File: config.mk
export PLATFORM = sky130hd
export DESIGN_NAME = dmcp_top
export DESIGN_NICKNAME = d
export VERILOG_FILES = /design/src/common/dmcp_pkg.sv /design/src/rtl/dmcp_sync.sv /design/src/rtl/dmcp_top.sv
export SDC_FILE = /design/constraint.sdc
export NUM_CORES = 1
export LEC_CHECK = 0
export BUFFER_PORTS_ARGS = -buffer_cell sky130_fd_sc_hd__buf_2
export CAP_MARGIN = 20
export CELL_PAD_IN_SITES_DETAIL_PLACEMENT = 1
export CELL_PAD_IN_SITES_GLOBAL_PLACEMENT = 1
export CORE_ASPECT_RATIO = 0.75
export CORE_MARGIN = 2
export CORE_UTILIZATION = 53
export CTS_CLUSTER_DIAMETER = 120
export DETAILED_ROUTE_END_ITERATION = 10
export PLACE_DENSITY_LB_ADDON = 0.1
export SLEW_MARGIN = 10
export SYNTH_ARGS = -nofsm -noshare
export SYNTH_HDL_FRONTEND = slang
export SYNTH_SLANG_ARGS = --single-unit
File: constraint.sdc
create_clock -name clk -period 6.4 [get_ports clk]
set_input_delay 1.28 -clock clk [delete_from_list [all_inputs] [get_ports clk]]
set_output_delay 1.28 -clock clk [all_outputs]
set_load 0.01 [all_outputs]
File: src/common/dmcp_pkg.sv
// dmcp_pkg: constants and state types for the dual-mode control port.
// assumes a single 250 MHz system clock; bus pins arrive asynchronously.
`default_nettype none

package dmcp_pkg;

	// ==========================================================
	// i2c framing
	localparam logic [7:0] I2C_BASE_ADDR = 8'h90;
	localparam logic [7:0] I2C_TOP_ADDR = 8'h9E;
	localparam logic [3:0] I2C_BYTE_BITS = 4'h8;
	localparam logic [3:0] I2C_ACK_BIT = 4'h9;

	// ==========================================================
	// spi framing: direction bit, 15 address bits, 16 padding bits
	localparam logic [5:0] SPI_ADDR_END = 6'h10;
	localparam logic [5:0] SPI_PAD_END = 6'h20;
	localparam logic [3:0] SPI_WORD_LAST = 4'hF;

	// ==========================================================
	// shared values
	localparam logic [15:0] REG_ADDR_STEP = 16'h0002;
	localparam logic [15:0] REG_ADDR_RST = 16'h0000;
	localparam logic [1:0] STRAP_SETTLE = 2'h3;
	localparam int SYNC_W = 8;
	// idle pin levels (sck low), so no false edge follows reset
	localparam logic [SYNC_W-1:0] SYNC_INIT = 8'hFD;

	typedef enum logic [2:0] {
		I_IDLE,
		I_DEV,
		I_ADDH,
		I_ADDL,
		I_WRH,
		I_WRL,
		I_READ,
		I_SKIP
	} dmcp_i2c_st_t;

endpackage

`default_nettype wire

File: src/rtl/dmcp_sync.sv
// dmcp_sync: two-flop synchronisers plus one history stage per bit.
// assumes each input is a slow pin level; q_d is q one clock earlier.
`default_nettype none

module dmcp_sync
	import dmcp_pkg::*;
(
	input wire logic clk,
	input wire logic rstn,
	input wire logic [SYNC_W-1:0] d,
	output logic [SYNC_W-1:0] q,
	output logic [SYNC_W-1:0] q_d
);

	logic [SYNC_W-1:0] meta_r;

	// ==========================================================
	// per-bit chain; the first stage feeds only the second
	genvar gi;
	generate
		for (gi = 0; gi < SYNC_W; gi = gi + 1) begin : g_bit
			always_ff @(posedge clk or negedge rstn) begin
				if (!rstn) begin
					meta_r[gi] <= SYNC_INIT[gi];
					q[gi] <= SYNC_INIT[gi];
					q_d[gi] <= SYNC_INIT[gi];
				end else begin
					meta_r[gi] <= d[gi];
					q[gi] <= meta_r[gi];
					q_d[gi] <= q[gi];
				end
			end
		end
	endgenerate

endmodule

`default_nettype wire

File: src/rtl/dmcp_top.sv
// dmcp_top: i2c target / spi peripheral control port for 16-bit registers.
// assumes the register file answers reg_rd with reg_rdata one clock later.
//
// Function
// - lock to first valid i2c or spi activity
// - sda only pulled low, never driven high
// - device address byte: lsb is direction
// - strap selects write address 0x90 to 0x9E
// - shift in eight address bits msb first
// - acknowledge matching address by pulling sda low
// - mismatch or bad direction returns to idle
// - stop condition ends transfer, back to idle
// - stray start or stop mid-byte aborts transfer
// - 16-bit register address then 16-bit words
// - single and auto-increment multiple transfers
// - spi read ignores sdi after address
// - sdo driven only while reading under chip select
// - sdo bit valid at sck rising edge
// - frame: direction, address, padding, data words
// - words continue every sixteen sck cycles
// - spi burst address advances by two
`default_nettype none

module dmcp_top
	import dmcp_pkg::*;
(
	input wire logic clk,
	input wire logic rstn,
	input wire logic [2:0] address_strap_pin,
	input wire logic i2c_scl_in,
	input wire logic i2c_sda_in,
	output logic i2c_sda_out,
	output logic i2c_sda_oe,
	input wire logic spi_cs_n,
	input wire logic spi_sck,
	input wire logic spi_sdi,
	output logic spi_sdo_out,
	output logic spi_sdo_oe,
	output logic [15:0] reg_addr,
	output logic [15:0] reg_wdata,
	output logic reg_wr,
	output logic reg_rd,
	input wire logic [15:0] reg_rdata,
	output logic mode_i2c,
	output logic mode_spi
);

	// ==========================================================
	// pin synchronisers and edge decode
	logic [SYNC_W-1:0] s;
	logic [SYNC_W-1:0] sp;

	dmcp_sync u_sync (
		.clk(clk),
		.rstn(rstn),
		.d({address_strap_pin, i2c_scl_in, i2c_sda_in, spi_cs_n, spi_sck, spi_sdi}),
		.q(s),
		.q_d(sp)
	);

	wire logic [2:0] strap = s[7:5];
	wire logic scl = s[4];
	wire logic sda = s[3];
	wire logic cs_n = s[2];
	wire logic sdi = s[0];
	wire logic scl_rise = s[4] & ~sp[4];
	wire logic scl_fall = ~s[4] & sp[4];
	wire logic sck_rise = s[1] & ~sp[1];
	wire logic sck_fall = ~s[1] & sp[1];
	// sda moving while scl stays high marks start or stop
	wire logic start_c = scl & sp[4] & ~sda & sp[3];
	wire logic stop_c = scl & sp[4] & sda & ~sp[3];

	// ==========================================================
	// mode lock and strap capture
	logic mode_i2c_r;
	logic mode_spi_r;
	logic strap_ok_r;
	logic [1:0] strap_cnt_r;
	logic [7:0] own_r;

	wire logic i2c_ok = ~mode_spi_r & strap_ok_r;
	wire logic spi_ok = ~mode_i2c_r;

	always_ff @(posedge clk or negedge rstn) begin
		if (!rstn) begin
			mode_i2c_r <= 1'b0;
			mode_spi_r <= 1'b0;
		end else if (!mode_i2c_r && !mode_spi_r) begin
			// whichever bus shows a valid event first wins for good
			mode_i2c_r <= start_c & strap_ok_r;
			mode_spi_r <= ~(start_c & strap_ok_r) & ~cs_n & sck_rise;
		end
	end

	// strap is a level: sampled after release, once the synchroniser has settled
	always_ff @(posedge clk or negedge rstn) begin
		if (!rstn) begin
			strap_cnt_r <= 2'h0;
			strap_ok_r <= 1'b0;
			own_r <= I2C_BASE_ADDR;
		end else if (!strap_ok_r) begin
			strap_cnt_r <= strap_cnt_r + 2'h1;
			if (strap_cnt_r == STRAP_SETTLE) begin
				own_r <= I2C_BASE_ADDR + {4'h0, strap, 1'b0};
				strap_ok_r <= 1'b1;
			end
		end
	end

	// ==========================================================
	// i2c target engine
	dmcp_i2c_st_t st_r;
	logic [3:0] cnt_r;
	logic [7:0] rx_r;
	logic [7:0] tx_r;
	logic oe_r;
	logic rd_r;
	logic mack_r;
	logic hl_r;
	logic aok_r;
	logic [15:0] ia_r;
	logic [7:0] wh_r;
	logic iwr_r;
	logic ird_r;
	logic [15:0] ireq_a_r;
	logic [15:0] ireq_d_r;
	logic [15:0] rw_r;

	// top seven bits compare; bit 0 is the direction flag
	wire logic dev_match = (rx_r[7:1] == own_r[7:1]);
	wire logic byte_done = scl_fall & (cnt_r == I2C_BYTE_BITS);
	wire logic ack_done = scl_fall & (cnt_r == I2C_ACK_BIT);
	wire logic [7:0] nxt_byte = hl_r ? rw_r[7:0] : rw_r[15:8];
	wire logic [15:0] ia_nxt = ia_r + REG_ADDR_STEP;
	wire logic [2:0] tx_idx = 3'(4'h7 - cnt_r);

	always_ff @(posedge clk or negedge rstn) begin
		if (!rstn) begin
			st_r <= I_IDLE;
			cnt_r <= 4'h0;
			rx_r <= 8'h00;
			tx_r <= 8'h00;
			oe_r <= 1'b0;
			rd_r <= 1'b0;
			mack_r <= 1'b0;
			hl_r <= 1'b0;
			aok_r <= 1'b0;
			ia_r <= REG_ADDR_RST;
			wh_r <= 8'h00;
			iwr_r <= 1'b0;
			ird_r <= 1'b0;
			ireq_a_r <= REG_ADDR_RST;
			ireq_d_r <= 16'h0000;
		end else begin
			iwr_r <= 1'b0;
			ird_r <= 1'b0;
			if (stop_c && i2c_ok) begin
				st_r <= I_IDLE;
				oe_r <= 1'b0;
				rd_r <= 1'b0;
				cnt_r <= 4'h0;
			end else if (start_c && i2c_ok) begin
				// a repeated start follows the first bit's scl rise, so it sees a count of one
				st_r <= (st_r == I_IDLE || cnt_r <= 4'h1) ? I_DEV : I_IDLE;
				aok_r <= aok_r & (st_r != I_IDLE);
				cnt_r <= 4'h0;
				oe_r <= 1'b0;
				rd_r <= 1'b0;
			end else if (st_r == I_IDLE || st_r == I_SKIP) begin
				cnt_r <= 4'h0;
			end else if (scl_rise) begin
				if (cnt_r < I2C_BYTE_BITS) begin
					rx_r <= {rx_r[6:0], sda};
				end else if (rd_r) begin
					mack_r <= ~sda;
				end
				if (cnt_r < I2C_ACK_BIT) begin
					cnt_r <= cnt_r + 4'h1;
				end
			end else if (byte_done) begin
				// receiving: pull low for ack; sending: let go for controller ack
				oe_r <= ~rd_r;
				case (st_r)
					I_DEV: begin
						if (!dev_match || (rx_r[0] && !aok_r)) begin
							oe_r <= 1'b0;
							st_r <= I_IDLE;
						end else if (rx_r[0]) begin
							rd_r <= 1'b1;
							hl_r <= 1'b0;
							ird_r <= 1'b1;
							ireq_a_r <= ia_r;
							st_r <= I_READ;
						end else begin
							st_r <= I_ADDH;
						end
					end
					I_ADDH: begin
						ia_r[15:8] <= rx_r;
						st_r <= I_ADDL;
					end
					I_ADDL: begin
						ia_r[7:0] <= rx_r;
						aok_r <= 1'b1;
						st_r <= I_WRH;
					end
					I_WRH: begin
						wh_r <= rx_r;
						st_r <= I_WRL;
					end
					I_WRL: begin
						iwr_r <= 1'b1;
						ireq_a_r <= ia_r;
						ireq_d_r <= {wh_r, rx_r};
						ia_r <= ia_nxt;
						st_r <= I_WRH;
					end
					I_READ: begin
						if (!hl_r) begin
							// low byte just sent: fetch the following word early
							ird_r <= 1'b1;
							ireq_a_r <= ia_nxt;
							ia_r <= ia_nxt;
						end
					end
					default: begin
						st_r <= I_IDLE;
					end
				endcase
			end else if (ack_done) begin
				cnt_r <= 4'h0;
				oe_r <= 1'b0;
				if (rd_r && !mack_r) begin
					st_r <= I_SKIP;
				end else if (rd_r) begin
					tx_r <= nxt_byte;
					oe_r <= ~nxt_byte[7];
					hl_r <= ~hl_r;
				end
			end else if (scl_fall && rd_r && cnt_r != 4'h0 && cnt_r < I2C_BYTE_BITS) begin
				oe_r <= ~tx_r[tx_idx];
			end
		end
	end

	// ==========================================================
	// spi peripheral engine
	logic [5:0] sc_r;
	logic [3:0] dc_r;
	logic srw_r;
	logic [15:0] sa_r;
	logic [15:0] sd_r;
	logic [15:0] sh_r;
	logic sdo_r;
	logic soe_r;
	logic swr_r;
	logic srd_r;
	logic [15:0] sreq_a_r;
	logic [15:0] sreq_d_r;

	wire logic [15:0] addr_in = {1'b0, sa_r[13:0], sdi};
	wire logic [15:0] sa_nxt = sa_r + REG_ADDR_STEP;
	wire logic in_data = (sc_r == SPI_PAD_END);

	always_ff @(posedge clk or negedge rstn) begin
		if (!rstn) begin
			sc_r <= 6'h00;
			dc_r <= 4'h0;
			srw_r <= 1'b0;
			sa_r <= REG_ADDR_RST;
			sd_r <= 16'h0000;
			sh_r <= 16'h0000;
			sdo_r <= 1'b0;
			soe_r <= 1'b0;
			swr_r <= 1'b0;
			srd_r <= 1'b0;
			sreq_a_r <= REG_ADDR_RST;
			sreq_d_r <= 16'h0000;
		end else begin
			swr_r <= 1'b0;
			srd_r <= 1'b0;
			if (cs_n || !spi_ok) begin
				sc_r <= 6'h00;
				dc_r <= 4'h0;
				soe_r <= 1'b0;
				sdo_r <= 1'b0;
			end else if (sck_rise && !in_data) begin
				sc_r <= sc_r + 6'h01;
				if (sc_r == 6'h00) begin
					srw_r <= sdi;
				end else if (sc_r < SPI_ADDR_END) begin
					sa_r <= addr_in;
				end
				if (sc_r == SPI_ADDR_END - 6'h01 && srw_r) begin
					srd_r <= 1'b1;
					sreq_a_r <= addr_in;
				end
			end else if (sck_rise) begin
				dc_r <= dc_r + 4'h1;
				if (!srw_r) begin
					sd_r <= {sd_r[14:0], sdi};
				end
				if (dc_r == SPI_WORD_LAST) begin
					sa_r <= sa_nxt;
					if (!srw_r) begin
						swr_r <= 1'b1;
						sreq_a_r <= sa_r;
						sreq_d_r <= {sd_r[14:0], sdi};
					end else begin
						srd_r <= 1'b1;
						sreq_a_r <= sa_nxt;
					end
				end
			end else if (sck_fall && in_data && srw_r) begin
				// change on the falling edge so the bit is stable at the next rise
				soe_r <= 1'b1;
				if (dc_r == 4'h0) begin
					sdo_r <= rw_r[15];
					sh_r <= {rw_r[14:0], 1'b0};
				end else begin
					sdo_r <= sh_r[15];
					sh_r <= {sh_r[14:0], 1'b0};
				end
			end
		end
	end

	// ==========================================================
	// register-side port; only one engine is ever active
	logic rd_q_r;
	logic reg_wr_r;
	logic reg_rd_r;
	logic [15:0] reg_addr_r;
	logic [15:0] reg_wdata_r;

	wire logic i_req = iwr_r | ird_r;
	wire logic s_req = swr_r | srd_r;
	wire logic [15:0] addr_sel = i_req ? ireq_a_r : sreq_a_r;
	wire logic [15:0] data_sel = i_req ? ireq_d_r : sreq_d_r;

	always_ff @(posedge clk or negedge rstn) begin
		if (!rstn) begin
			reg_wr_r <= 1'b0;
			reg_rd_r <= 1'b0;
			rd_q_r <= 1'b0;
			reg_addr_r <= REG_ADDR_RST;
			reg_wdata_r <= 16'h0000;
			rw_r <= 16'h0000;
		end else begin
			reg_wr_r <= iwr_r | swr_r;
			reg_rd_r <= ird_r | srd_r;
			rd_q_r <= reg_rd_r;
			if (i_req || s_req) begin
				reg_addr_r <= addr_sel;
				reg_wdata_r <= data_sel;
			end
			if (rd_q_r) begin
				rw_r <= reg_rdata;
			end
		end
	end

	assign reg_wr = reg_wr_r;
	assign reg_rd = reg_rd_r;
	assign reg_addr = reg_addr_r;
	assign reg_wdata = reg_wdata_r;
	assign i2c_sda_oe = oe_r;
	assign i2c_sda_out = 1'b0;
	assign spi_sdo_out = sdo_r;
	assign spi_sdo_oe = soe_r;
	assign mode_i2c = mode_i2c_r;
	assign mode_spi = mode_spi_r;
endmodule

`default_nettype wire

After elaboration in Yosys (flattened, before gate mapping). Index checks and enable logic that the tools add are counted.

Register bits: 263. Output and inout port bits: 40. Word-level logic and storage cells: 334.

Add/sub/neg operators: 8. $lt $le $gt $ge: 5. Eq/ne operators: 34. Mux-type cells: 113. Bitwise operators: 45. Reductions and logical operators: 71.

Operators by type and width (count): 16-bit 2-to-1 mux (16); 1-bit 2-to-1 mux (69); 16-bit case mux with 3 select lines (1); 8-bit case mux with 3 select lines (2); 4-bit 2-to-1 mux (10); 16-bit by 2-bit adder with 16-bit output (second input constant) (2); 3-bit 2-to-1 mux (9); 1-bit inverter (25); 5-bit AND reduction (5); 6-bit AND reduction (4); 3-bit nonzero test (7); 2-bit != test (second input constant) (9); 2-bit nonzero test (9); 1-bit bitwise AND (16); 3-bit case mux with 5 select lines (1); 7-bit AND reduction (2); 3-bit == test (second input constant) (4); 4-bit == test (second input constant) (3); 1-bit logical AND (12); 6-bit 2-to-1 mux (2); 3-bit AND reduction (4); 4-bit AND reduction (3); 4-bit nonzero test (3); 2-bit by 1-bit != test with 1-bit output (second input constant) (5); 35 further kinds (53).

Longest topological paths before layout. Gate-level depths: netlist of run 1.

Depth in word-level cells: 12. Mapped depth: 10. Mapped depth without buffers: 7.

Modules after synthesis. A second synthesis of run 1 with hierarchy kept.

Cell total of the unflattened synthesis: 1124. Area total of the unflattened synthesis: 12266.8 um2.

Modules (own cells, without submodules): dmcp_top (instances 1, cells an instance 1100, area each 11639.9 um2, sequential area each 5955.7 um2); dmcp_sync (instances 1, cells an instance 24, area each 626.9 um2, sequential area each 626.9 um2).

Worst setup path after synthesis of run 1. No wires, ideal clock.

Path kind: flip-flop to flip-flop. Start: register sc_r[0]. End: register sreq_d_r[0]. Setup time: 0.125 ns. Arrival time: 2.394 ns. Setup slack: 3.880 ns. Cell stages (with the launch flop): 11. Buffers on the path: 3. Cell sequence: dfrtp_1 -> inv_1 -> ha_1 -> or3b_4 -> or3_1 -> buf_2 -> or2_1 -> buf_6 -> nor2_8 -> buf_12 -> mux2_4.

Cells in the longest elaborated chain, start to end: 5.

Ends and longest elaborated chain: start, declared (RTL line dmcp_top.sv:249) `logic [5:0] sc_r;`; start signal, assigned (RTL line dmcp_top.sv:289) `sc_r <= sc_r + 6'h01;`; 6-bit == test (RTL line dmcp_top.sv:264) `wire logic in_data = (sc_r == SPI_PAD_END);`; 1-bit logical NOT (RTL line dmcp_top.sv:288) `end else if (sck_rise && !in_data) begin`; 1-bit logical AND (RTL line dmcp_top.sv:288); 1-bit inverter (no line); 5-bit AND reduction (no line); end signal, assigned (RTL line dmcp_top.sv:309) `sreq_d_r <= {sd_r[14:0], sdi};`; end, declared (RTL line dmcp_top.sv:260) `logic [15:0] sreq_d_r;`.

No other way between the ends. A chain may end at the register's enable or synchronous reset.

Worst setup path after layout of run 1.
Start: register rx_r[5]. End: register ireq_a_r[4].

Cells in the longest elaborated chain, start to end: 5.

Ends and longest elaborated chain: start, declared (RTL line dmcp_top.sv:115) `logic [7:0] rx_r;`; start signal, assigned (RTL line dmcp_top.sv:174) `rx_r <= {rx_r[6:0], sda};`; 7-bit == test (RTL line dmcp_top.sv:131) `wire logic dev_match = (rx_r[7:1] == own_r[7:1]);`; 1-bit logical NOT (RTL line dmcp_top.sv:186) `if (!dev_match || (rx_r[0] && !aok_r)) begin`; 1-bit logical OR (RTL line dmcp_top.sv:186); 2-bit != test (no line); 9-bit AND reduction (no line); end signal, assigned (RTL line dmcp_top.sv:193) `ireq_a_r <= ia_r;`; end signal, assigned (RTL line dmcp_top.sv:214) `ireq_a_r <= ia_r;`; end signal, assigned (RTL line dmcp_top.sv:223) `ireq_a_r <= ia_nxt;`; end, declared (RTL line dmcp_top.sv:126) `logic [15:0] ireq_a_r;`.

No other way between the ends.

==> metrics.md, run 1 <==
| Metric | Value |
|---|---|
| Status | `finished clean` |
| #FFs+latches synth | `257` |
| Worst Path Arrival | `3.67 ns` |
| Hold Violations, Final | `0` |
| Drt first pass iters | `4` |
| Multi-input gate area | `0.005331 mm2` |
| Post-cts resize count | `0` |
| Seq/Total Area, Yosys | `53.16%` |
| Ratio of cells with drive above 1 in the final layout | `22.30%` |
| Crit path required time | `6.80 ns` |
| Minimum clock period | `3.264 ns` |
| Vias in the first global route | `9428` |
| Initial antenna violation count | `1` |
| Largest net degree at the start of global routing | `99` |
| Max-cap viol count | `0` |
| Cell Count, Final, Fillers Out | `1469` |
| Clk slew on worst S/H paths | `0.07 ns` |
| Worst r2r path cells | `5` |
| Hold Path Sink | `u_sync.q[5]` |
| Post-synthesis instance total | `1119` |
| Post-synth EDFFs | `0` |
| TritonCTS Buffers | `26` |
| Synthesized area | `0.01214 mm2` |
| VDD IR max | `240.0 uV` |
| Critical path peak fanout | `16` |
| GRT Overall Usage | `27.37%` |
| # H-tree levels | `1` |
| Setup Fix Bufs, Post-CTS | `0` |
| Row count | `47` |
| RSZ-0062 raised after global routing | `no` |
| Worst min path class | `reg -> reg` |
| Drc violations | `0` |
| N_diodes | `0` |
| # hold bufs at CTS | `0` |
| Final setup fails | `0` |
| Top cells by area, synth | `dfrtp_1 (50%), mux2_2 (8.7%), mux2i_1 (5.0%)` |
| Final wirelength | `31.36 mm` |
| Die Y | `135.0 um` |
| Longest Clk Path Bufs | `3` |
| # fillers | `2374` |
| Layout Nets | `1192` |
| Area Growth Syn to Fin | `11.74%` |
| Hold Path Stages | `0` |
| Slew of the pin with the lowest slew margin | `0.9930 ns` |
| Sink Count | `257` |
| ANT nets after route | `0` |
| Average wire per standard cell | `21.35 um` |
| I/O pin cnt | `66` |
| Top-count cell post-synth | `dfrtp_1` |
| F_max | `306.4 MHz` |
| Vias | `8834` |
| DP HPWL | `20.92 mm` |
| Placed cell count | `1420` |
| Slew HR | `33.80%` |
| P_leak | `6.489 nW` |
| Gr ovfl total | `0` |
| Reg2reg start | `rx_r[5]` |
| Slew Viols, Final | `0` |
| Core Region | `0.02229 mm2` |
| Clock Skew | `0.009675 ns` |
| Iter 0 DRT Violations | `526` |
| Net count after synthesis | `1156` |
| Die area | `0.02414 mm2` |
| Tcrit/Tclk final | `51.00%` |
| Post-Route Setup TNS | `0 ns` |
| Critical Path End Type | `flop` |
| Synth warnings | `0` |
| Worst R2R End | `ireq_a_r[4]` |
| Yosys top cell by area | `dfrtp_1` |
| Synth cell count leaders | `dfrtp_1 (241), nand2_1 (128), mux2_2 (94)` |
| Post-synth cell types | `76` |
| First-pass GRT wire length | `51.87 mm` |
| PortBufs | `64` |
| Register area | `0.006451 mm2` |
| Most used flip-flop cell after synthesis | `dfrtp_1` |
| Post-synth ARST share | `100.0%` |
| Power density cells | `276.1 mW/mm2` |
| Clock Latency Late Sink | `0.53 ns` |
| HP Start | `u_sync.meta_r[5]` |
| Syn Area/Cell | `10.84 um2` |
| Critical Path Start Type | `flop` |
| Share of Yosys cell area claimed by the top area cell type | `49.70%` |
| Via/cell ratio | `6.014` |
| Clock Tree Root | `clkbuf_16` |
| Crit Path Category | `reg -> reg` |
| RePlAce Congestion | `0.8309` |
| R2R setup slack | `3.14 ns` |
| Chip Width | `178.7 um` |
| Starting Density | `54.45%` |
| CTS tree | `built` |
[how the worst max path moves through the flow]
| stage | startpoint | endpoint | slack (ns) | depth (start not counted) |
|---|---|---|---|---|
| floorplan | sc_r[0] | sreq_d_r[0] | 3.88 | 10 |
| global placement | sc_r[0] | sreq_d_r[9] | 3.44 | 7 |
| detailed placement | rx_r[6] | ireq_a_r[4] | 3.26 | 5 |
| CTS | rx_r[6] | ireq_a_r[4] | 3.15 | 5 |
| global route | rx_r[6] | ireq_a_r[4] | 2.99 | 5 |
| finish | rx_r[5] | ireq_a_r[4] | 3.14 | 5 |
[layout make-up]
type | instances | area share [%]
flip-flops and latches | 257 | 47.57
multi-input cells | 772 | 39.32
clock buffers | 39 | 5.536
repair buffers | 79 | 3.266
well taps | 294 | 2.713
clock inverters | 9 | 1.070
inverters | 19 | 0.5259
[kinds of logic (layout without fill, tap and decap cells)]
| family | count (synthesis) | count (layout) | share of synthesized area, % |
|---|---|---|---|
| flip-flops | 257 | 257 | 53.16 |
| other | 1 | 1 | 0.03090 |
| multiplexers | 166 | 166 | 15.24 |
| buffers and inverters | 90 | 146 | 3.124 |
| AO/OA/AOI/OAI | 221 | 221 | 11.30 |
| adder cells (fa/ha/maj) | 11 | 11 | 1.134 |
| AND/OR/NAND/NOR | 341 | 341 | 13.70 |
| XOR/XNOR | 32 | 32 | 2.310 |
[critical path, cell delays in order (launching register included)]
cell	delay, ns
dfrtp_1	0.44
nand4bb_1	0.22
nor4_1	0.76
nand4_1	0.39
a221oi_4	0.89
mux2_2	0.43
[state kept, by name (all words and copies together) (netlist names), 16 cells and up]
| name | flops |
|---|---|
| ia_r | 16 |
| ireq_a_r | 16 |
| ireq_d_r | 16 |
| reg_addr | 16 |
| reg_wdata | 16 |
| rw_r | 16 |
| sa_r | 16 |
| sreq_a_r | 16 |
| sreq_d_r | 16 |
[report_power, final]
| group | internal, mW | switching [mW] | total [mW] |
|---|---|---|---|
| logic | 0.135 | 0.212 | 0.347 |
| registers | 1.68 | 0.108 | 1.79 |
| clock network | 0.970 | 0.637 | 1.61 |
[through the flow]
step           power, mW  hold slack (ns)  worst slack, ns  cell area, um2  util [%]
3_5_place_dp       2.159           0.3471            3.260           12660     56.79
5_1_grt            3.897           0.3578            2.992           13560     60.84
4_1_cts            3.773           0.3568            3.149           13550     60.81
6_report           3.745           0.3564            3.136           13560     60.84
2_1_floorplan      2.003           0.3312            3.880           12140         -
3_3_place_gp       2.140           0.3404            3.444           12660     56.79
[layout by cell type (no fill, tap or decap), types with 14 or more instances in the layout]
| master | netlist | layout |
|---|---|---|
| buf_4 | 1 | 15 |
| nand4_1 | 17 | 17 |
| dfstp_2 | 16 | 16 |
| nand2_1 | 128 | 128 |
| dfrtp_1 | 241 | 241 |
| nor2_1 | 70 | 68 |
| nand3_1 | 25 | 25 |
| xor2_1 | 18 | 18 |
| buf_2 | 5 | 63 |
| xnor2_1 | 14 | 14 |
| mux2_2 | 94 | 94 |
| inv_1 | 19 | 19 |
| mux2i_1 | 61 | 61 |
| nor3_1 | 16 | 16 |
| clkbuf_16 | 0 | 27 |
| a21oi_1 | 59 | 59 |
| o21ai_0 | 74 | 74 |
[layer usage]
metal / wire length (um) / track usage (%)
met1: 14490 / 39.29
met5: 14 / 0
met4: 773 / 7.362
met2: 14730 / 43.72
met3: 1356 / 4.110
Note: power is estimated with default switching activity, not from simulation.
==> inputs of run 2 (changes only) <==
Settings changed: CORE_UTILIZATION 53 to 49.
Clock period 6.4 ns to 3.2 ns, I/O delays scaled along.
==> metrics.md, run 2 (synthesis results as in run 1) <==
| Metric | Value |
|---|---|
| Status | `complete, but fails checks` |
| Failing checks | `hold timing` |
| Clock Latency Late Sink | `0.52 ns (about the same)` |
| Post-Route Setup TNS | `0 ns (unchanged)` |
| Top delay family on crit path | `simple AND/OR/NAND/NOR gates` |
| Most frequent cells in the layout | `dfrtp_1 (241), nand2_1 (128), mux2_2 (94), o21ai_0 (74), nor2_1 (68)` |
| Core Region | `0.02416 mm2 (+8.4%)` |
| Row count | `49 (+4.3%)` |
| VDD IR max | `409.0 uV (+70%)` |
| F_max | `365.2 MHz (+19%)` |
| # hold bufs at CTS | `0 (unchanged)` |
| Power density cells | `538.9 mW/mm2 (+95%)` |
| Die area | `0.02605 mm2 (+7.9%)` |
| Final hold slack | `-0.002135 ns (-0.3585 ns)` |
| Drc violations | `0 (unchanged)` |
| Register area | `0.006451 mm2 (unchanged)` |
| # fillers | `2648 (+12%)` |
| P_leak | `6.532 nW (+0.67%)` |
| Commonest non-fill, non-tap cell in the layout | `dfrtp_1` |
| Layout Nets | `1201 (+0.76%)` |
| Clk slew on worst S/H paths | `0.07 ns (about the same)` |
| PortBufs | `64 (unchanged)` |
| Starting Density | `50.24% (-4.2 points)` |
| Via/cell ratio | `5.689 (-5.4%)` |
| Setup Fix Bufs, Post-CTS | `0 (unchanged)` |
| Final wirelength | `29.84 mm (-4.8%)` |
| Post-cts resize count | `0 (unchanged)` |
| Minimum clock period | `2.739 ns (-0.5254 ns)` |
| Crit Path Category | `reg -> reg` |
| Chip Width | `185.7 um (+3.9%)` |
| TritonCTS Buffers | `27 (+3.8%)` |
| CTS tree | `built` |
| RePlAce Congestion | `0.8087 (-2.7%)` |
| Critical path peak fanout | `17 (+1)` |
| Final setup fails | `0 (unchanged)` |
| Slowest cell delay on critical path | `0.42 ns (-0.47 ns)` |
| # H-tree levels | `1 (unchanged)` |
| Cell Count, Final, Fillers Out | `1516 (+3.2%)` |
| Die Y | `140.3 um (+3.9%)` |
| Critical Path End Type | `flop` |
| Sink Count | `257 (unchanged)` |
| Longest Clk Path Bufs | `3 (unchanged)` |
| GRT Overall Usage | `24.12% (-3.3 points)` |
| Max-cap viol count | `0 (unchanged)` |
| Slew HR | `36.21% (+2.4 points)` |
| Worst min path class | `in -> async` |
| Initial antenna violation count | `1 (unchanged)` |
| Sequence of cells on the critical path | `inv_1, ha_1, or3b_4, or3_1, or2_1, nor2_8, mux2_2` |
| RSZ-0062 raised after global routing | `no` |
| Hold Violations, Final | `2 (+2)` |
| Multi-input gate area | `0.005331 mm2 (unchanged)` |
| Worst Path Arrival | `3.15 ns (-0.52 ns)` |
| Area Growth Syn to Fin | `12.72%` |
| Drt first pass iters | `4 (unchanged)` |
| Ratio of cells with drive above 1 in the final layout | `22.89% (+0.59 points)` |
| Vias | `8624 (-2.4%)` |
| Tcrit/Tclk final | `85.58% (+35 points)` |
| Crit path required time | `3.61 ns (-3.19 ns)` |
| Placed cell count | `1466 (+3.2%)` |
| Largest net degree at the start of global routing | `84 (-15%)` |
| Gr ovfl total | `0 (unchanged)` |
| Clock Skew | `0.01041 ns (+0.0007308 ns)` |
| Slew Viols, Final | `0 (unchanged)` |
| ANT nets after route | `0 (unchanged)` |
| DP HPWL | `20.38 mm (-2.6%)` |
| Critical Path Start Type | `flop` |
| Slew of the pin with the lowest slew margin | `0.9568 ns (-0.03620 ns)` |
| First-pass GRT wire length | `50.27 mm (-3.1%)` |
| Average wire per standard cell | `19.68 um (-7.8%)` |
| I/O pin cnt | `66 (unchanged)` |
| Vias in the first global route | `9047 (-4.0%)` |
| Clock Tree Root | `clkbuf_16` |
| Iter 0 DRT Violations | `462 (-12%)` |
| WP buf/inv | `1 (+1)` |
| Crit-path slowest cell | `dfrtp_1` |
run 2: layer usage:
layer  track usage [%]  up-vias  part of all wire [%]
met5                 0        -                     0
met4             3.730        0                   1.2
met3             2.938       26                   3.1
met2             37.62      115                    46
met1             36.89     4409                    50
li1                  -     4074                     -
run 2: metrics by stage:
step	setup WS [ns]	area [um2]	hold WS, ns	util (%)	power, mW
after global routing	0.3311	13680	0.009323	56.62	7.667
after CTS	0.4461	13680	0.002597	56.62	7.448
after detailed placement	0.4549	12810	0.3387	53.03	4.324
final	0.4615	13680	-0.002135	56.63	7.372
after floorplan	0.6805	12140	0.3312	-	4.006
after global placement	0.5216	12810	0.3344	53.03	4.297
run 2: path summary, 6_finish.rpt:
path | start | endpoint | slack [ns] | cells after the start
setup / recovery | sc_r[0] | sreq_d_r[11] | 0.46 | 7
hold / removal | rstn | ireq_d_r[8] | -0.002 | 1
setup reg to reg | sc_r[0] | sreq_d_r[11] | 0.46 | 7
hold reg to reg | u_sync.meta_r[3] | u_sync.q[3] | 0.35 | 0
max in group asynchronous | rstn | u_sync.q[2] | 2.41 | 2
min in group clk | address_strap_pin[2] | u_sync.meta_r[7] | 0.21 | 1
run 2: where the power goes:
part           switching [mW]  internal, mW
registers               0.251          3.36
clock network            1.27          1.83
logic                   0.375         0.277
run 2: area by class of cell:
class	count	share of cell area (%)
inverters	19	0.5214
repair buffers	87	3.951
clock inverters	8	0.6586
clock buffers	41	5.689
multi-input cells	772	38.97
well taps	331	3.028
diodes	1	0.01829
flip-flops and latches	257	47.16
==> inputs of run 3 (changes only) <==
Settings changed: SYNTH_HIERARCHICAL set to 1.
==> metrics.md, run 3 <==
| Metric | Value |
|---|---|
| Longest Clk Path Bufs | `3 (unchanged)` |
| Critical Path End Type | `flop` |
| Clock Latency Late Sink | `0.53 ns (about the same)` |
| Via/cell ratio | `5.764 (+1.3%)` |
| Gr ovfl total | `0 (unchanged)` |
| Critical path peak fanout | `17 (unchanged)` |
| Synthesized area | `0.01214 mm2 (unchanged)` |
| Clk slew on worst S/H paths | `0.06 ns (about the same)` |
| Placed cell count | `1467 (+0.068%)` |
| Drc violations | `0 (unchanged)` |
| Layout Nets | `1201 (unchanged)` |
| Critical Path Start Type | `flop` |
| PortBufs | `64 (unchanged)` |
| Power density cells | `551.2 mW/mm2 (+2.3%)` |
| Setup Fix Bufs, Post-CTS | `0 (unchanged)` |
| Ratio of cells with drive above 1 in the final layout | `23.56% (+0.68 points)` |
| Worst r2r path cells | `7 (unchanged)` |
| Most frequent cells in the layout | `dfrtp_1 (241), nand2_1 (128), mux2_2 (94), o21ai_0 (74), nor2_1 (68)` |
| Crit Path Category | `reg -> reg` |
| ANT nets after route | `0 (unchanged)` |
| R2R setup slack | `0.48 ns (+0.02 ns)` |
| Worst R2R End | `sreq_d_r[11]` |
| # H-tree levels | `1 (unchanged)` |
| CTS tree | `built` |
| DP HPWL | `20.34 mm (-0.19%)` |
| Syn Area/Cell | `10.84 um2 (unchanged)` |
| Cell Count, Final, Fillers Out | `1515 (-0.066%)` |
| Average wire per standard cell | `19.62 um (-0.31%)` |
| Starting Density | `50.24% (unchanged)` |
| Chip Width | `185.7 um (unchanged)` |
| Worst Path Arrival | `3.14 ns (about the same)` |
| Clock Tree Root | `clkbuf_16` |
| Minimum clock period | `2.723 ns (-0.01582 ns)` |
| P_leak | `6.583 nW (+0.78%)` |
| Largest net degree at the start of global routing | `67 (-20%)` |
| VDD IR max | `441.8 uV (+8.0%)` |
| GRT Overall Usage | `23.80% (-0.32 points)` |
| # hold bufs at CTS | `0 (unchanged)` |
| Net count after synthesis | `1156 (unchanged)` |
| F_max | `367.3 MHz (+0.58%)` |
| Hold Violations, Final | `0 (-2)` |
| Status | `finished clean` |
| CP startpoint | `sc_r[0]` |
| Post-synthesis instance total | `1119 (unchanged)` |
| TritonCTS Buffers | `26 (-3.7%)` |
| Post-cts resize count | `0 (unchanged)` |
| Synth warnings | `6 (+6)` |
| Reg2reg start | `sc_r[0]` |
| Initial antenna violation count | `1 (unchanged)` |
| Worst min path class | `in -> async` |
| Final hold slack | `0.04472 ns (+0.04686 ns)` |
| Clock Skew | `0.01176 ns (+0.001355 ns)` |
| Row count | `49 (unchanged)` |
| Slew of the pin with the lowest slew margin | `0.9032 ns (-0.05357 ns)` |
| N_diodes | `0 (-1)` |
| Slew HR | `39.79% (+3.6 points)` |
| Vias in the first global route | `9036 (-0.12%)` |
| Tcrit/Tclk final | `85.08% (-0.49 points)` |
| Max-cap viol count | `0 (unchanged)` |
| Area Growth Syn to Fin | `13.54%` |
| Final wirelength | `29.73 mm (-0.38%)` |
| Core Region | `0.02416 mm2 (unchanged)` |
| I/O pin cnt | `66 (unchanged)` |
| RSZ-0062 raised after global routing | `no` |
| Drt first pass iters | `4 (unchanged)` |
| Vias | `8733 (+1.3%)` |
| RePlAce Congestion | `0.8460 (+4.6%)` |
| Post-Route Setup TNS | `0 ns (unchanged)` |
| Crit path required time | `3.61 ns (about the same)` |
| Die Y | `140.3 um (unchanged)` |
| Iter 0 DRT Violations | `480 (+3.9%)` |
| First-pass GRT wire length | `49.49 mm (-1.5%)` |
| Fin util | `57.04% (+0.41 points)` |
| Commonest non-fill, non-tap cell in the layout | `dfrtp_1` |
| Sink Count | `257 (unchanged)` |
| Final setup fails | `0 (unchanged)` |
| Die area | `0.02605 mm2 (unchanged)` |
| Slew Viols, Final | `0 (unchanged)` |
## run 3: changes by cell type in the layout (fill, tap and decap cells not counted), sizes merged
cell and change:
clkinv -2, buf +1, bufinv +1, clkbuf -1
clkinvlp +1, diode -1
## run 3: final cells by class
type	instances	area (um2)
fill	2606	10380
sequential	257	6451
multi-input combinational	772	5331
clock buffer	40	844.6
timing repair buffer	88	548.0
tap	331	414.1
clock inverter	8	117.6
inverter	19	71.32
## run 3: worst max path at each step
| stage | end | cells after the start |
|---|---|---|
| after global routing | sreq_d_r[11] | 7 |
| after floorplan | sreq_d_r[0] | 10 |
| after global placement | sreq_d_r[9] | 7 |
| final | sreq_d_r[11] | 7 |
| after CTS | sreq_d_r[7] | 7 |
| after detailed placement | sreq_d_r[9] | 7 |
## run 3: metal layers
layer / vias up / global-route usage (%) / routed length (um) / part of all wire [%]
met5: - / 0 / 0 / 0
met4: 0 / 4.517 / 475 / 1.6
li1: 4080 / - / - / -
met2: 155 / 37.72 / 13800 / 46
met3: 36 / 2.600 / 1095 / 3.7
met1: 4462 / 35.73 / 14360 / 48
## run 3: worst max-delay path: stages (launching register included)
cell and delay (ns):
dfrtp_1 0.41, inv_1 0.07, ha_1 0.15, or3b_4 0.40, or3_1 0.39, or2_1 0.38, nor2_8 0.40, mux2_2 0.39
## run 3: stage by stage
step | power, mW | cell area (um2) | setup slack (ns)
finish | 7.595 | 13780 | 0.4773
global route | 7.884 | 13780 | 0.3386
CTS | 7.684 | 13780 | 0.4734
detailed placement | 4.318 | 12820 | 0.4736
global placement | 4.292 | 12820 | 0.5203
floorplan | 4.006 | 12140 | 0.6805
## run 3: power breakdown
part	total [mW]	switching (mW)	internal, mW
Clock	3.32	1.27	2.05
Sequential	3.59	0.227	3.36
Combinational	0.681	0.404	0.277
